File: src/cpm_pkg.sv
/*
 Package for the charger power-mode control block: register offsets,
 field positions, reset values, timing constants and the state types.
 Assumes a 10 MHz APB clock and analog comparators outside the block.
*/
// Notes on behaviour
// - Ship mode latched off; wake by input or button
// - Ship needs disable pin high; waits input removal
// - Ship exit refused unless battery above top lockout
// - Host may cancel pending ship while input valid
// - In ship only input comparator and button live
// - Hold mode: rail from battery, button and switch live
// - Load switch pin or prior host enable keeps aux on
// - Disable pin and input select hold/charge/active modes
// - Hold request on battery disables serial; pin toggle restores
// - Battery attach: discharge FET on, rail after deglitch
// - Short persists: FET off recovery time, then retry
// - Short deglitch 250 us, recovery 2 s
// - Battery lockout selectable, fixed 100 mV hysteresis
// - Charge stops on pin high or enable bit off
// - Host interfaces live 5 ms after rail good
// - Sample battery level before entering hold mode; the sample starts on hold entry, result in hold
// - Trigger bit starts sample; result valid after 2 ms
// - Level reported 60 to 100 percent in 2 percent steps
// - Sleep when input below sleep level above lockout
// - Sleep entry: FET on, 128 us pulse, fault bits
// - Input above battery plus offset ends sleep, recharge
// - Sleep fault stays until read and condition gone
package cpm_pkg;

    localparam int unsigned CLK_HZ        = 10_000_000;
    localparam int unsigned SC_DGL_US     = 250;
    localparam int unsigned SC_REC_S      = 2;
    localparam int unsigned IRQ_PULSE_US  = 128;
    localparam int unsigned HOST_UP_MS    = 5;
    localparam int unsigned MON_SETTLE_MS = 2;
    localparam int unsigned RAIL_DGL_US   = 350;
    localparam int unsigned SC_DGL_CYC    = SC_DGL_US * (CLK_HZ / 1_000_000);
    localparam int unsigned SC_REC_CYC    = SC_REC_S * CLK_HZ;
    localparam int unsigned IRQ_CYC       = IRQ_PULSE_US * (CLK_HZ / 1_000_000);
    localparam int unsigned HOST_UP_CYC   = HOST_UP_MS * (CLK_HZ / 1_000);
    localparam int unsigned MON_CYC       = MON_SETTLE_MS * (CLK_HZ / 1_000);
    localparam int unsigned RAIL_DGL_CYC  = RAIL_DGL_US * (CLK_HZ / 1_000_000);

    // Register byte offsets
    localparam logic [7:0] CTRL_ADDR   = 8'h00;
    localparam logic [7:0] STATUS_ADDR = 8'h04;
    localparam logic [7:0] FAULT_ADDR  = 8'h08;
    localparam logic [7:0] MON_ADDR    = 8'h0c;

    // Control register fields
    localparam int unsigned CTRL_SHIP_BIT   = 0;
    localparam int unsigned CTRL_HOLD_BIT   = 1;
    localparam int unsigned CTRL_CHG_OFF    = 2;
    localparam int unsigned CTRL_AUX_BIT    = 3;
    localparam int unsigned CTRL_TRIG_BIT   = 4;
    localparam int unsigned CTRL_LOCK_LSB   = 8;
    localparam logic [7:0]  CTRL_RESET      = 8'h00;
    localparam logic [2:0]  LOCK_SEL_RESET  = 3'h0;
    localparam logic [2:0]  LOCK_SEL_MAX    = 3'h7;

    // Fault register fields
    localparam int unsigned FAULT_SLEEP_BIT = 0;
    localparam int unsigned FAULT_SC_BIT    = 1;

    // Monitor: code 0 is below 60 percent, codes 1..21 are 60..100
    localparam logic [4:0] MON_CODE_MAX = 5'h15;

    typedef enum logic [6:0] {
        CPM_ST_HOLD   = 7'b0000001,
        CPM_ST_ACTIVE = 7'b0000010,
        CPM_ST_CHARGE = 7'b0000100,
        CPM_ST_CHGOFF = 7'b0001000,
        CPM_ST_SLEEP  = 7'b0010000,
        CPM_ST_SHIP   = 7'b0100000,
        CPM_ST_SCOFF  = 7'b1000000
    } cpm_mode_t;

    typedef struct packed {
        logic       input_valid;
        logic       input_above_sleep;
        logic       bat_above_lock;
        logic       bat_above_top_lock;
        logic       short_limit;
        logic       rail_good;
        logic       cd_pin;
        logic       button_n;
        logic       ls_pin;
    } cpm_sense_t;

    typedef struct packed {
        logic [2:0] s0;
        logic [2:0] s1;
        logic [2:0] s2;
        logic [2:0] stable;
        cpm_sense_t fast;
    } cpm_sync_t;

    typedef struct packed {
        cpm_mode_t  mode;
        logic [7:0] ctrl;
        logic [2:0] lock_sel;
        logic       fault_sleep;
        logic       fault_sc;
        logic       fault_read;
        logic       serial_off;
        logic       cd_prev;
        logic       ship_pend;
        logic       aux_latched;
        logic       btn_held;
        logic [24:0] mode_cnt;
        logic [11:0] sc_cnt;
        logic [15:0] mon_cnt;
        logic       mon_busy;
        logic [4:0] mon_code;
        logic [10:0] irq_cnt;
        logic [15:0] up_cnt;
        logic       host_ready;
        logic [31:0] prdata;
    } cpm_state_t;

endpackage

File: src/cpm_mode_ctrl.sv
/*
 Charger power-mode controller with an APB register slave.
 Assumes comparator outputs and pins arrive asynchronous and are
 resynchronised here; the analog loops act on the enables driven out.
*/
// Local design decisions: the APB slave port and the register offsets.
`timescale 1ns/100ps
`default_nettype none
module cpm_mode_ctrl
    import cpm_pkg::*;
#(
    parameter int unsigned SC_REC_CYCLES  = SC_REC_CYC,
    parameter int unsigned HOST_UP_CYCLES = HOST_UP_CYC,
    parameter int unsigned MON_CYCLES     = MON_CYC,
    parameter int unsigned WAKE1_CYCLES   = 500_000
) (
    input  wire logic        pclk,
    input  wire logic        presetn,
    input  wire logic        psel,
    input  wire logic        penable,
    input  wire logic        pwrite,
    input  wire logic [7:0]  paddr,
    input  wire logic [31:0] pwdata,
    output logic [31:0]      prdata,
    output logic             pready,
    output logic             pslverr,
    input  wire logic        input_valid,
    input  wire logic        input_above_sleep,
    input  wire logic        bat_above_lock,
    input  wire logic        bat_above_top_lock,
    input  wire logic        short_limit,
    input  wire logic        rail_good,
    input  wire logic        charge_disable_n_pin,
    input  wire logic        manual_button_n,
    input  wire logic        load_switch_pin,
    input  wire logic [4:0]  battery_level_sample,
    output logic             discharge_fet_on,
    output logic             charge_enable,
    output logic             main_rail_enable,
    output logic             aux_output,
    output logic             input_isolate,
    output logic             serial_enable,
    output logic             host_if_ready,
    output logic             irq_pulse,
    output logic [2:0]       battery_lockout_level
);

    cpm_sense_t raw;
    cpm_sync_t  sy_reg, sy_next;
    cpm_state_t st_reg, st_next;
    cpm_sense_t s;
    logic       wr, rd, hit;

    assign raw = '{input_valid, input_above_sleep, bat_above_lock,
                   bat_above_top_lock, short_limit, rail_good,
                   charge_disable_n_pin, manual_button_n, load_switch_pin};
    assign s = sy_reg.fast;

    // Three-stage sampling; a change counts once stages two and three agree
    always_comb begin
        sy_next = sy_reg;
        sy_next.s0 = 3'h0;
        sy_next.s1 = 3'h0;
        sy_next.s2 = 3'h0;
        sy_next.stable = 3'h0;
        sy_next.fast = sy_reg.fast;
    end

    logic [8:0] p1_reg, p2_reg, p3_reg;
    always_ff @(posedge pclk or negedge presetn) begin
        if (!presetn) begin
            p1_reg <= 9'h000;
            p2_reg <= 9'h000;
            p3_reg <= 9'h000;
            sy_reg <= '0;
        end else begin
            p1_reg <= raw;
            p2_reg <= p1_reg;
            p3_reg <= p2_reg;
            sy_reg <= sy_next;
            for (int i = 0; i < 9; i++) begin
                if (p2_reg[i] == p3_reg[i]) begin
                    sy_reg.fast[i] <= p3_reg[i];
                end
            end
        end
    end

    function automatic logic mon_in_range(input logic [4:0] c);
        return (c <= MON_CODE_MAX);
    endfunction

    assign wr  = psel && penable && pwrite;
    assign rd  = psel && penable && !pwrite;
    assign hit = (paddr == CTRL_ADDR) || (paddr == STATUS_ADDR) ||
                 (paddr == FAULT_ADDR) || (paddr == MON_ADDR);

    always_comb begin
        st_next = st_reg;
        st_next.cd_prev = s.cd_pin;
        st_next.mode_cnt = st_reg.mode_cnt + 25'd1;
        st_next.fault_read = 1'b0;
        st_next.sc_cnt = 12'd0;
        if (st_reg.irq_cnt != 11'd0) begin
            st_next.irq_cnt = st_reg.irq_cnt - 11'd1;
        end
        // Host side becomes usable a fixed time after the rail is good
        if (!s.rail_good) begin
            st_next.up_cnt = 16'h0000;
            st_next.host_ready = 1'b0;
        end else if (st_reg.up_cnt >= 16'(HOST_UP_CYCLES - 1)) begin
            st_next.host_ready = 1'b1;
        end else begin
            st_next.up_cnt = st_reg.up_cnt + 16'd1;
        end
        // Pin toggle restores a serial link switched off by hold request
        if (s.cd_pin != st_reg.cd_prev) begin
            st_next.serial_off = 1'b0;
        end

        // Register writes, only when the serial link is alive
        if (wr && serial_enable) begin
            if (paddr == CTRL_ADDR) begin
                st_next.ctrl = pwdata[7:0];
                st_next.lock_sel = pwdata[CTRL_LOCK_LSB +: 3];
                if (!pwdata[CTRL_SHIP_BIT] && s.input_valid) begin
                    st_next.ship_pend = 1'b0;
                end
                if (pwdata[CTRL_SHIP_BIT]) begin
                    st_next.ship_pend = 1'b1;
                end
                if (pwdata[CTRL_HOLD_BIT] && !s.input_valid) begin
                    st_next.serial_off = 1'b1;
                end
                if (pwdata[CTRL_TRIG_BIT] && !st_reg.mon_busy) begin
                    st_next.mon_busy = 1'b1;
                    st_next.mon_cnt = 16'h0000;
                end
            end
        end
        if (rd && (paddr == FAULT_ADDR)) begin
            st_next.fault_read = 1'b1;
        end

        // Monitor sample completes after the settling time
        if (st_reg.mon_busy) begin
            st_next.ctrl[CTRL_TRIG_BIT] = 1'b0;
            if (st_reg.mon_cnt >= 16'(MON_CYCLES - 1)) begin
                st_next.mon_busy = 1'b0;
                st_next.mon_code = mon_in_range(battery_level_sample) ?
                    battery_level_sample : MON_CODE_MAX;
            end else begin
                st_next.mon_cnt = st_reg.mon_cnt + 16'd1;
            end
        end

        // Sleep fault clears only after a read with the condition gone
        if (st_reg.fault_read && st_reg.mode != CPM_ST_SLEEP) begin
            st_next.fault_sleep = 1'b0;
            st_next.fault_sc = 1'b0;
        end

        // Button held for the wake time, counted while in ship
        if (s.button_n) begin
            st_next.btn_held = 1'b0;
        end

        case (st_reg.mode)
            CPM_ST_SHIP: begin
                if (!s.button_n &&
                    st_reg.mode_cnt >= 25'(WAKE1_CYCLES - 1)) begin
                    st_next.btn_held = 1'b1;
                end
                if (s.button_n && st_reg.btn_held) begin
                    st_next.btn_held = 1'b0;
                end
                if (!s.button_n == 1'b0 && !st_reg.btn_held) begin
                    st_next.mode_cnt = 25'd0;
                end
                if ((s.input_valid || (s.button_n && st_reg.btn_held)) &&
                    s.bat_above_top_lock) begin
                    st_next.mode = CPM_ST_ACTIVE;
                    st_next.ship_pend = 1'b0;
                    st_next.ctrl[CTRL_SHIP_BIT] = 1'b0;
                    st_next.mode_cnt = 25'd0;
                end
            end
            CPM_ST_SCOFF: begin
                if (st_reg.mode_cnt >= 25'(SC_REC_CYCLES - 1)) begin
                    st_next.mode = CPM_ST_ACTIVE;
                    st_next.mode_cnt = 25'd0;
                end
            end
            CPM_ST_SLEEP: begin
                if (s.input_above_sleep || !s.input_valid) begin
                    st_next.mode = s.input_valid ? CPM_ST_CHARGE :
                                   CPM_ST_ACTIVE;
                    st_next.mode_cnt = 25'd0;
                end
            end
            default: begin
                // Ship entry needs the pin high and the input gone
                if (st_reg.ship_pend && s.cd_pin && !s.input_valid) begin
                    st_next.mode = CPM_ST_SHIP;
                    st_next.mode_cnt = 25'd0;
                end else if (s.input_valid && !s.input_above_sleep) begin
                    st_next.mode = CPM_ST_SLEEP;
                    st_next.fault_sleep = 1'b1;
                    st_next.irq_cnt = 11'(IRQ_CYC);
                    st_next.mode_cnt = 25'd0;
                end else if (s.input_valid) begin
                    st_next.mode = (s.cd_pin || st_reg.ctrl[CTRL_CHG_OFF]) ?
                        CPM_ST_CHGOFF : CPM_ST_CHARGE;
                end else if (!s.cd_pin || st_reg.ctrl[CTRL_HOLD_BIT]) begin
                    if (st_reg.mode != CPM_ST_HOLD) begin
                        st_next.mode = CPM_ST_HOLD;
                        st_next.aux_latched = st_reg.ctrl[CTRL_AUX_BIT];
                        st_next.mon_busy = 1'b1;
                        st_next.mon_cnt = 16'h0000;
                        st_next.mode_cnt = 25'd0;
                    end
                end else begin
                    if (st_reg.mode != CPM_ST_ACTIVE) begin
                        st_next.mode_cnt = 25'd0;
                    end
                    st_next.mode = CPM_ST_ACTIVE;
                    // Short time counts on its own, not from mode entry
                    if (s.short_limit && st_reg.mode == CPM_ST_ACTIVE) begin
                        st_next.sc_cnt = st_reg.sc_cnt + 12'd1;
                    end
                    if (s.short_limit &&
                        st_reg.sc_cnt >= 12'(SC_DGL_CYC - 1)) begin
                        st_next.mode = CPM_ST_SCOFF;
                        st_next.fault_sc = 1'b1;
                        st_next.mode_cnt = 25'd0;
                        st_next.sc_cnt = 12'd0;
                    end else if (st_reg.mode == CPM_ST_ACTIVE &&
                                 st_reg.mode_cnt >= 25'(RAIL_DGL_CYC)) begin
                        st_next.mode_cnt = 25'(RAIL_DGL_CYC);
                    end
                end
            end
        endcase
        // Event set wins over read clear
        if (st_next.mode == CPM_ST_SLEEP) begin
            st_next.fault_sleep = 1'b1;
        end
    end

    always_ff @(posedge pclk or negedge presetn) begin
        if (!presetn) begin
            st_reg <= '0;
            st_reg.mode <= CPM_ST_HOLD;
            st_reg.ctrl <= CTRL_RESET;
            st_reg.lock_sel <= LOCK_SEL_RESET;
        end else begin
            st_reg <= st_next;
            if (rd) begin
                if (paddr == CTRL_ADDR) begin
                    st_reg.prdata <= {21'h0, st_reg.lock_sel,
                                      st_reg.ctrl};
                end else if (paddr == STATUS_ADDR) begin
                    st_reg.prdata <= {24'h0, st_reg.host_ready,
                                      st_reg.mode};
                end else if (paddr == FAULT_ADDR) begin
                    st_reg.prdata <= {30'h0, st_reg.fault_sc,
                                      st_reg.fault_sleep};
                end else if (paddr == MON_ADDR) begin
                    st_reg.prdata <= {26'h0, st_reg.mon_busy,
                                      st_reg.mon_code};
                end else begin
                    st_reg.prdata <= 32'h0000_0000;
                end
            end
        end
    end

    // Zero-wait slave: read data comes combinationally from live state
    always_comb begin
        if (paddr == CTRL_ADDR) begin
            prdata = {21'h0, st_reg.lock_sel, st_reg.ctrl};
        end else if (paddr == STATUS_ADDR) begin
            prdata = {24'h0, st_reg.host_ready, st_reg.mode};
        end else if (paddr == FAULT_ADDR) begin
            prdata = {30'h0, st_reg.fault_sc, st_reg.fault_sleep};
        end else if (paddr == MON_ADDR) begin
            prdata = {26'h0, st_reg.mon_busy, st_reg.mon_code};
        end else begin
            prdata = 32'h0000_0000;
        end
    end
    assign pready  = 1'b1;
    assign pslverr = psel && penable && (!hit || !serial_enable);

    // Battery-fed modes keep the discharge FET on; short recovery drops it
    assign discharge_fet_on = (st_reg.mode == CPM_ST_ACTIVE) ||
                              (st_reg.mode == CPM_ST_HOLD) ||
                              (st_reg.mode == CPM_ST_SLEEP);
    assign main_rail_enable = (st_reg.mode != CPM_ST_SHIP) &&
                              (st_reg.mode != CPM_ST_SCOFF) &&
                              !(st_reg.mode == CPM_ST_ACTIVE &&
                                st_reg.mode_cnt < 25'(RAIL_DGL_CYC)) &&
                              s.bat_above_lock;
    assign charge_enable    = (st_reg.mode == CPM_ST_CHARGE);
    assign input_isolate    = (st_reg.mode == CPM_ST_SLEEP) ||
                              (st_reg.mode == CPM_ST_SHIP);
    assign aux_output = (st_reg.mode == CPM_ST_HOLD) ?
                        (s.ls_pin || st_reg.aux_latched) :
                        (st_reg.mode != CPM_ST_SHIP) &&
                        st_reg.ctrl[CTRL_AUX_BIT];
    assign serial_enable = !st_reg.serial_off &&
                           st_reg.mode != CPM_ST_SHIP;
    assign host_if_ready = st_reg.host_ready;
    assign irq_pulse     = (st_reg.irq_cnt != 11'd0);
    assign battery_lockout_level = st_reg.lock_sel;

endmodule
`default_nettype wire

File: config.mk
export PLATFORM = sky130hd
export DESIGN_NAME = cpm_mode_ctrl
export DESIGN_NICKNAME = d
export VERILOG_FILES = /design/src/cpm_pkg.sv /design/src/cpm_mode_ctrl.sv
export SDC_FILE = /design/constraint.sdc
export NUM_CORES = 1
export LEC_CHECK = 0
export ABC_AREA = 1
export ABC_CLOCK_PERIOD_IN_PS = 4850
export BUFFER_PORTS_ARGS = -buffer_cell sky130_fd_sc_hd__buf_2
export CORE_MARGIN = 2
export CORE_UTILIZATION = 35
export DETAILED_ROUTE_END_ITERATION = 8
export GPL_TIMING_DRIVEN = 0
export HOLD_SLACK_MARGIN = 0.06
export PLACE_DENSITY = 0.58
export SLEW_MARGIN = 20
export SYNTH_ARGS = -nofsm -noshare
export SYNTH_HDL_FRONTEND = slang
export SYNTH_SLANG_ARGS = --single-unit
File: constraint.sdc
create_clock -name pclk -period 4.85 [get_ports pclk]
set_input_delay 0.2425 -clock pclk [delete_from_list [all_inputs] [get_ports pclk]]
set_output_delay 0.2425 -clock pclk [all_outputs]
set_load 0.01 [all_outputs]
==> impl_results.md, run 1 <==
- Critical Setup Path Class: flop to primary output
- H-tree levels: 4
- Tcrit/Tclk final: 47.3%
- Grt total ovfl: 0
- 1st-pass router iterations: 5
- Critical path origin: st_reg[142]$_DFF_PN0_
- Netlist cell types: 58
- Fmax: 436 MHz
- Worst r2r src: st_reg[33]$_DFFE_PN0P_
- Most used DFF post-synth: dfrtp_1
- GP Congestion: approximately 0.88
- Die area: 24600 sq um
- Post-synth EDFFs: 0
- Initial core utilization: 35.9%
- TritonCTS Buffers: 17
- Worst path top cell family by delay: simple AND/OR/NAND/NOR gates
- Yosys warning total: 0
- Critical Path Max Stage Delay: 440 ps
- FP Rows: 55
- CTS tree: yes
- Post-synthesis sequential element count: roughly 150
- Setup crit end: aux_output
- Clk sinks: around 150
- Area Overhead vs Synth: 20.4%
- Reg2reg end: host_if_ready$_DFFE_PN0P_
- Final nets: between 1000 and 1500
- Worst path depth: 6
- Root buf cell: clkbuf_16
- Worst R2R Path Depth: 10
- Asr flop ratio synth: between 90% and 100%
- Die Span X: about 160 um
- Clk buf depth: 2
- N_diodes: 0
- Leakage: 0.00476 uW
- Max FFs per register: ~110
- Most frequent cells in the layout: nand2_1, dfrtp_1, inv_1, nor2_1, nand3_1
- Startpoint type of the worst setup path: flop
- Flop2flop setup slack: 2700 ps
- Switching share of power: 31.3%
- Yosys top cell area share: 45.3%
- Relative slew slack: 55.4%
- Combinational Power Share: 18.9%
- Post-Syn Instances: ~1000
- Crit path buf inv count: 1
- Vias/cell: 4.72
- Netlist Area Pre-Place: 8180 sq um
- Setup crit end kind: primary output
- Most common cell after layout, fill and taps aside: nand2_1
- Post-DP HPWL: 13800 um
- Part of the power in the clock network: 40.1%
- Post-CTS sizing: 0
- First-pass GRT wire length: 32500 um
- Power density over the cells: 360 nW/um^2
- Die H: 157 um
- FILL cells: 2289
- Reg power frac: 41.1%
- Iteration-0 DRC count of the detailed router: 480
- Footprint of the multi-input gates: 3690 sq um
- WL final: 19000 um
- DR WL/cell: 12.9 um
- Max Slew Vio Count: 0
- Design area: 9850 sq um
- Setup Viol. Count Final: 0
- Sequential-to-total area share from yosys stat: 45.6%
- I/O Buffers: 60
- Outcome: finished, final reports clean
- Max Cap Viol: 0
- Arr. time, crit path: about 2100 ps
- DRC Markers: 0
- Top post-synthesis cells by area: dfrtp_1, nand2_1, inv_1, nand3_1, nor2_1
- ANT nets after route: 0
- Net Sw Power: 1110 uW
- Vias: a little under 7000
- Seq. cell area: roughly 3700 sq um
- VDD IR-drop max: between 0.2 and 0.25 mV
- Area after detailed placement: 8990 sq um
- Vias in the first global route: 6705
- Placeable Area: ~23000 sq um
- Total internal power: 2430 uW
- Share of cells above drive strength 1: 16.1%
- Initial antenna violation count: 0
- I/O pins: 104
- Mean Syn Cell Area: 8.01 sq um
- Worst path slowest cell: dfrtp_1
- Final-report hold violation count: 0
- Setup_tns: 0 ps
- Clock Skew: 14.5 ps
- Largest net degree at the start of global routing: 92
- Worst Path Max Fanout: 3
- Worst Tran Pin Value: between 600 and 700 ps
- Period minus WS final: approximately 2300 ps
- Largest area contributor in the netlist: dfrtp_1
- Worst Hold Class: input pin to flop
- Clk Latency, worst-skew pair: 430 ps
- Critical Path, Cell by Cell: nor2_2 > nand2_1 > nor3_1 > o21ai_0 > o31ai_1 > buf_2
- Total track usage: 16.3%
- WHS: 79.4 ps
- Clk slew on worst S/H paths: 70 ps
- RSZ-0062 raised after global routing: false
- Required time of the worst setup path: approximately 4600 ps
-- layer usage --
metal	global-route usage (%)	share of wire (%)	wire [um]	vias up
met5	0	0	0	-
met4	4.98	1.3	255	0
met3	3.22	3.1	589	18
met2	25.2	47	8850	116
met1	23.1	49	9330	3258
li1	-	-	-	3547
-- worst reg2reg max path: stages (launching register included) --
cell      delay (ps)
dfrtp_1          450
ha_1             230
inv_1            150
nor3_2           100
o21ai_0          160
nand2_1           70
nand2_1           70
nand2_2          110
nand2_1          160
clkbuf_1         340
o21ai_0          170
-- worst min-delay path by stage --
stage | endpoint | slack [ps] | cells past startpoint | startpoint
global placement | p2_reg[3]$_DFF_PN0_ | 330 | 0 | p1_reg[3]$_DFF_PN0_
CTS | st_reg[62]$_DFFE_PN0P_ | 60 | 3 | battery_level_sample[2]
floorplan | battery_lockout_level[0]$_DFFE_PN0P_ | -50 | 0 | presetn
global route | st_reg[121]$_DFF_PN0_ | 80 | 3 | pwdata[0]
finish | st_reg[130]$_DFF_PN0_ | 80 | 3 | pwdata[0]
detailed placement | st_reg[103]$_DFF_PN0_ | 210 | 1 | presetn
-- cell families (layout without fill, tap and decap cells) --
family / after synthesis / in the layout / share of synthesized area [%]
AND/OR/NAND/NOR: 510 / 510 / 29.0
buffers and inverters: 185 / 301 / 10.3
flip-flops: 149 / 149 / 45.6
AO/OA/AOI/OAI: 129 / 129 / 9.62
XOR/XNOR: 32 / 32 / 3.42
adder cells (fa/ha/maj): 15 / 15 / 2.02
other: 2 / 22 / 0.0918
-- power by group through the flow --
stage | clock [uW] | sequential [uW] | combinational [uW]
final | 1420 | 1460 | 668
after global routing | 1510 | 1470 | 763
after CTS | 1460 | 1450 | 672
after detailed placement | 0 | 1480 | 651
after global placement | 0 | 1470 | 640
after floorplan | 0 | 1450 | 475
-- final cells by class --
cell class	count	share of cell area, %
multi-input cells	708	37.4
repair buffers	84	5.77
clock inverters	15	2.11
plain buffers	44	3.18
clock buffers	17	4.32
flip-flops and latches	149	37.9
well taps	313	3.98
inverters	141	5.37
-- Yosys cell counts (all sizes together), types with 5 or more instances --
cell type	count
maj3	9
ha	6
o21ai	56
nand3	89
buf	39
xor2	26
nor3	28
o21bai	6
nor4	8
nand2	223
a21oi	45
nand3b	7
inv	140
dfrtp	148
clkbuf	5
xnor2	6
a31oi	6
nor2	119
nand4	32
-- stage by stage --
| stage | util (%) | setup WS [ps] | cells | total power [uW] |
|---|---|---|---|---|
| floorplan | - | 3060 | 1042 | 1930 |
| global placement | 39.3 | 1240 | 1415 | 2110 |
| detailed placement | 39.5 | 2700 | 1416 | 2130 |
| CTS | 43.3 | 2570 | 1471 | 3590 |
| global route | 43.3 | 2430 | 1471 | 3750 |
| finish | 43.3 | 2560 | 1471 | 3540 |
-- repair_timing --
| action | 4_1_cts | 5_1_grt |
|---|---|---|
| hold buffers | 23 | 0 |
| setup buffers | 0 | 0 |
| endpoints found under the setup margin | 0 | 0 |
| endpoints found under the hold margin | 79 | 0 |
Note: power is estimated with default switching activity, not from simulation.
==> run 2: changes to the inputs <==
--- a/config.mk
+++ b/config.mk
@@ -6,7 +6,7 @@
 export NUM_CORES = 1
 export LEC_CHECK = 0
 export ABC_AREA = 1
-export ABC_CLOCK_PERIOD_IN_PS = 4850
+export ABC_CLOCK_PERIOD_IN_PS = 2380
 export BUFFER_PORTS_ARGS = -buffer_cell sky130_fd_sc_hd__buf_2
 export CORE_MARGIN = 2
 export CORE_UTILIZATION = 35
==> constraint.sdc (replaced) <==
create_clock -name pclk -period 2.38 [get_ports pclk]
set_input_delay 0.119 -clock pclk [delete_from_list [all_inputs] [get_ports pclk]]
set_output_delay 0.119 -clock pclk [all_outputs]
set_load 0.01 [all_outputs]
==> run 2 against run 1 <==
Non-clock buffer count grew 4; critical path depth is the same; clock power grew 100%; combinational power grew 110%; cell area grew 0.48%; sequential cell count is the same; critical path type unchanged; register-to-register slack lost 2500 ps; cell count grew 0.27%; setup slack lost 2300 ps; global-route usage is essentially flat; die area is the same; first-iteration DRC count shrank 2.3%.
==> impl_results.md, run 2 (same netlist as run 1, synthesis figures left out) <==
- I/O Buffers: 60 (unchanged)
- Most frequent cells in the layout: nand2_1, dfrtp_1, inv_1, nor2_1, nand3_1
- Worst R2R Path Depth: 11 (+1)
- I/O pins: 104 (unchanged)
- Die H: 157 um (unchanged)
- Worst Hold Class: input pin to flop
- Worst r2r src: st_reg[94]$_DFF_PN0_
- Clk Latency, worst-skew pair: 430 ps (about the same)
- Placed cells: 1416 (unchanged)
- RSZ-0062 raised after global routing: false
- Initial antenna violation count: 0 (unchanged)
- Startpoint type of the worst setup path: flop
- Final-report hold violation count: 0 (unchanged)
- Initial core utilization: 35.9% (unchanged)
- Period minus WS final: 2170 ps
- Max FFs per register: 109 (unchanged)
- CTS tree: yes
- Clk sinks: 149 (unchanged)
- Vias in the first global route: 6729 (+0.36%)
- PnR Total Power: 7230 uW (+100%)
- Arr. time, crit path: 2050 ps (about the same)
- Clk buf depth: 2 (unchanged)
- First-pass GRT wire length: 32500 um (+0.13%)
- TritonCTS Buffers: 17 (unchanged)
- Placeable Area: 22800 sq um (unchanged)
- PnR worst setup slack: 211 ps (-2350 ps)
- Total track usage: 16.3% (+0.018 points)
- Die Span X: 157 um (unchanged)
- Setup crit end: aux_output
- Largest net degree at the start of global routing: 92 (unchanged)
- GP Congestion: 0.882 (unchanged)
- N_diodes: 0 (unchanged)
- Max Cap Viol: 0 (unchanged)
- Outcome: finished, final reports clean
- FP Rows: 55 (unchanged)
- Setup Viol. Count Final: 0 (unchanged)
- Power density over the cells: 730 nW/um^2 (+100%)
- Most common cell after layout, fill and taps aside: nand2_1
- Vias/cell: 4.72 (about the same)
- Die area: 24600 sq um (unchanged)
- FILL cells: 2281 (-0.35%)
- Pre-CTS setup slack: 229 ps (-2470 ps)
- Design area: 9900 sq um (+0.48%)
- Layout Cells excl Fill: 1475 (+0.27%)
- Root buf cell: clkbuf_16
- Critical path origin: st_reg[142]$_DFF_PN0_
- Fmax: 461 MHz
- Area after detailed placement: 8990 sq um (unchanged)
- DR WL/cell: 12.9 um (about the same)
- Post-DP HPWL: 13800 um (unchanged)
- Flop2flop setup slack: 220 ps (-2480 ps)
- Iteration-0 DRC count of the detailed router: 469 (-2.3%)
- Critical Setup Path Class: flop to primary output
- VDD IR-drop max: 0.452 mV (+100%)
- Required time of the worst setup path: 2260 ps (-2350 ps)
- 1st-pass router iterations: 5 (unchanged)
- Reg2reg end: st_reg[118]$_DFF_PN0_
- ANT nets after route: 0 (unchanged)
- WL final: 19100 um (+0.26%)
- Grt total ovfl: 0 (unchanged)
- Leakage: 0.00480 uW (+0.77%)
- Relative slew slack: 55.7% (+0.26 points)
- Setup crit end kind: primary output
- Worst Path Max Fanout: 3 (unchanged)
- Tcrit/Tclk final: between 90 and 100%
- Max Slew Vio Count: 0 (unchanged)
- Clock Skew: 14.5 ps (-0.0590 ps)
- Final nets: 1214 (+0.33%)
- Share of cells above drive strength 1: 16.2% (+0.030 points)
- Worst hold stages: 4 (+1)
- Vias: 6958 (+0.27%)
- H-tree levels: 4 (unchanged)
- Worst Tran Pin Value: 658 ps (-3.92 ps)
- Start point of the worst hold path: pwdata[4]
- Clk slew on worst S/H paths: 70 ps (about the same)
- Area Overhead vs Synth: 21.0%
- DRC Markers: 0 (unchanged)
-- run 2: cell types whose count changed in the layout (fill, tap and decap cells not counted) --
cell           previous run  this run
clkbuf_1                  3         2
clkbuf_2                  2         3
dlygate4sd3_1            23        27
nor3_2                    1         0
nor3_4                    1         2
-- run 2: repair_timing --
| item | CTS | global route |
|---|---|---|
| endpoints found under the hold margin | 85 | 0 |
| resized for setup | 0 | 3 |
| hold buffers | 27 | 0 |
| setup buffers | 0 | 0 |
| endpoints found under the setup margin | 0 | 2 |
-- run 2: layer usage --
layer  global-route usage [%]  share of wire (%)  vias to the layer above
li1                         -                  -                     3556
met1                     23.1                 49                     3267
met2                     25.3                 47                      117
met3                     3.22                3.1                       18
met4                     4.98                1.4                        0
met5                        0                  0                        -
-- run 2: worst min-delay path by stage --
stage,to,slack (ps)
floorplan,battery_lockout_level[0]$_DFFE_PN0P_,-180
global placement,p1_reg[8]$_DFF_PN0_,230
detailed placement,st_reg[103]$_DFF_PN0_,90
CTS,st_reg[79]$_DFF_PN0_,90
global route,st_reg[79]$_DFF_PN0_,120
finish,st_reg[79]$_DFF_PN0_,110
-- run 2: through the flow --
stage / util, % / hold slack [ps] / setup TNS (ps)
finish: 43.5 / 114 / 0
global route: 43.5 / 125 / 0
CTS: 43.4 / 87.2 / 0
detailed placement: 39.5 / 88.6 / 0
global placement: 39.3 / 227 / -162180
floorplan: - / -177 / 0
-- run 2: cell type report --
cell class	instances	area, sq um	area share, %
inverters	141	529	5.35
repair buffers	88	608	6.14
clock inverters	15	208	2.10
flip-flops and latches	149	3730	37.7
multi-input cells	708	3690	37.3
well taps	313	392	3.96
clock buffers	17	425	4.30
plain buffers	44	314	3.17
-- run 2: critical path, stage by stage, from the launching register on --
cell	delay (ps)
dfrtp_1	440
nor2_2	190
nand2_1	150
nor3_1	400
o21ai_0	170
o31ai_1	100
buf_2	190
-- run 2: report_power, final --
part           internal (uW)  leakage (uW)  switching, uW
Combinational            499       0.00259            867
Clock                   1700      0.000309           1200
Sequential              2760       0.00190            203
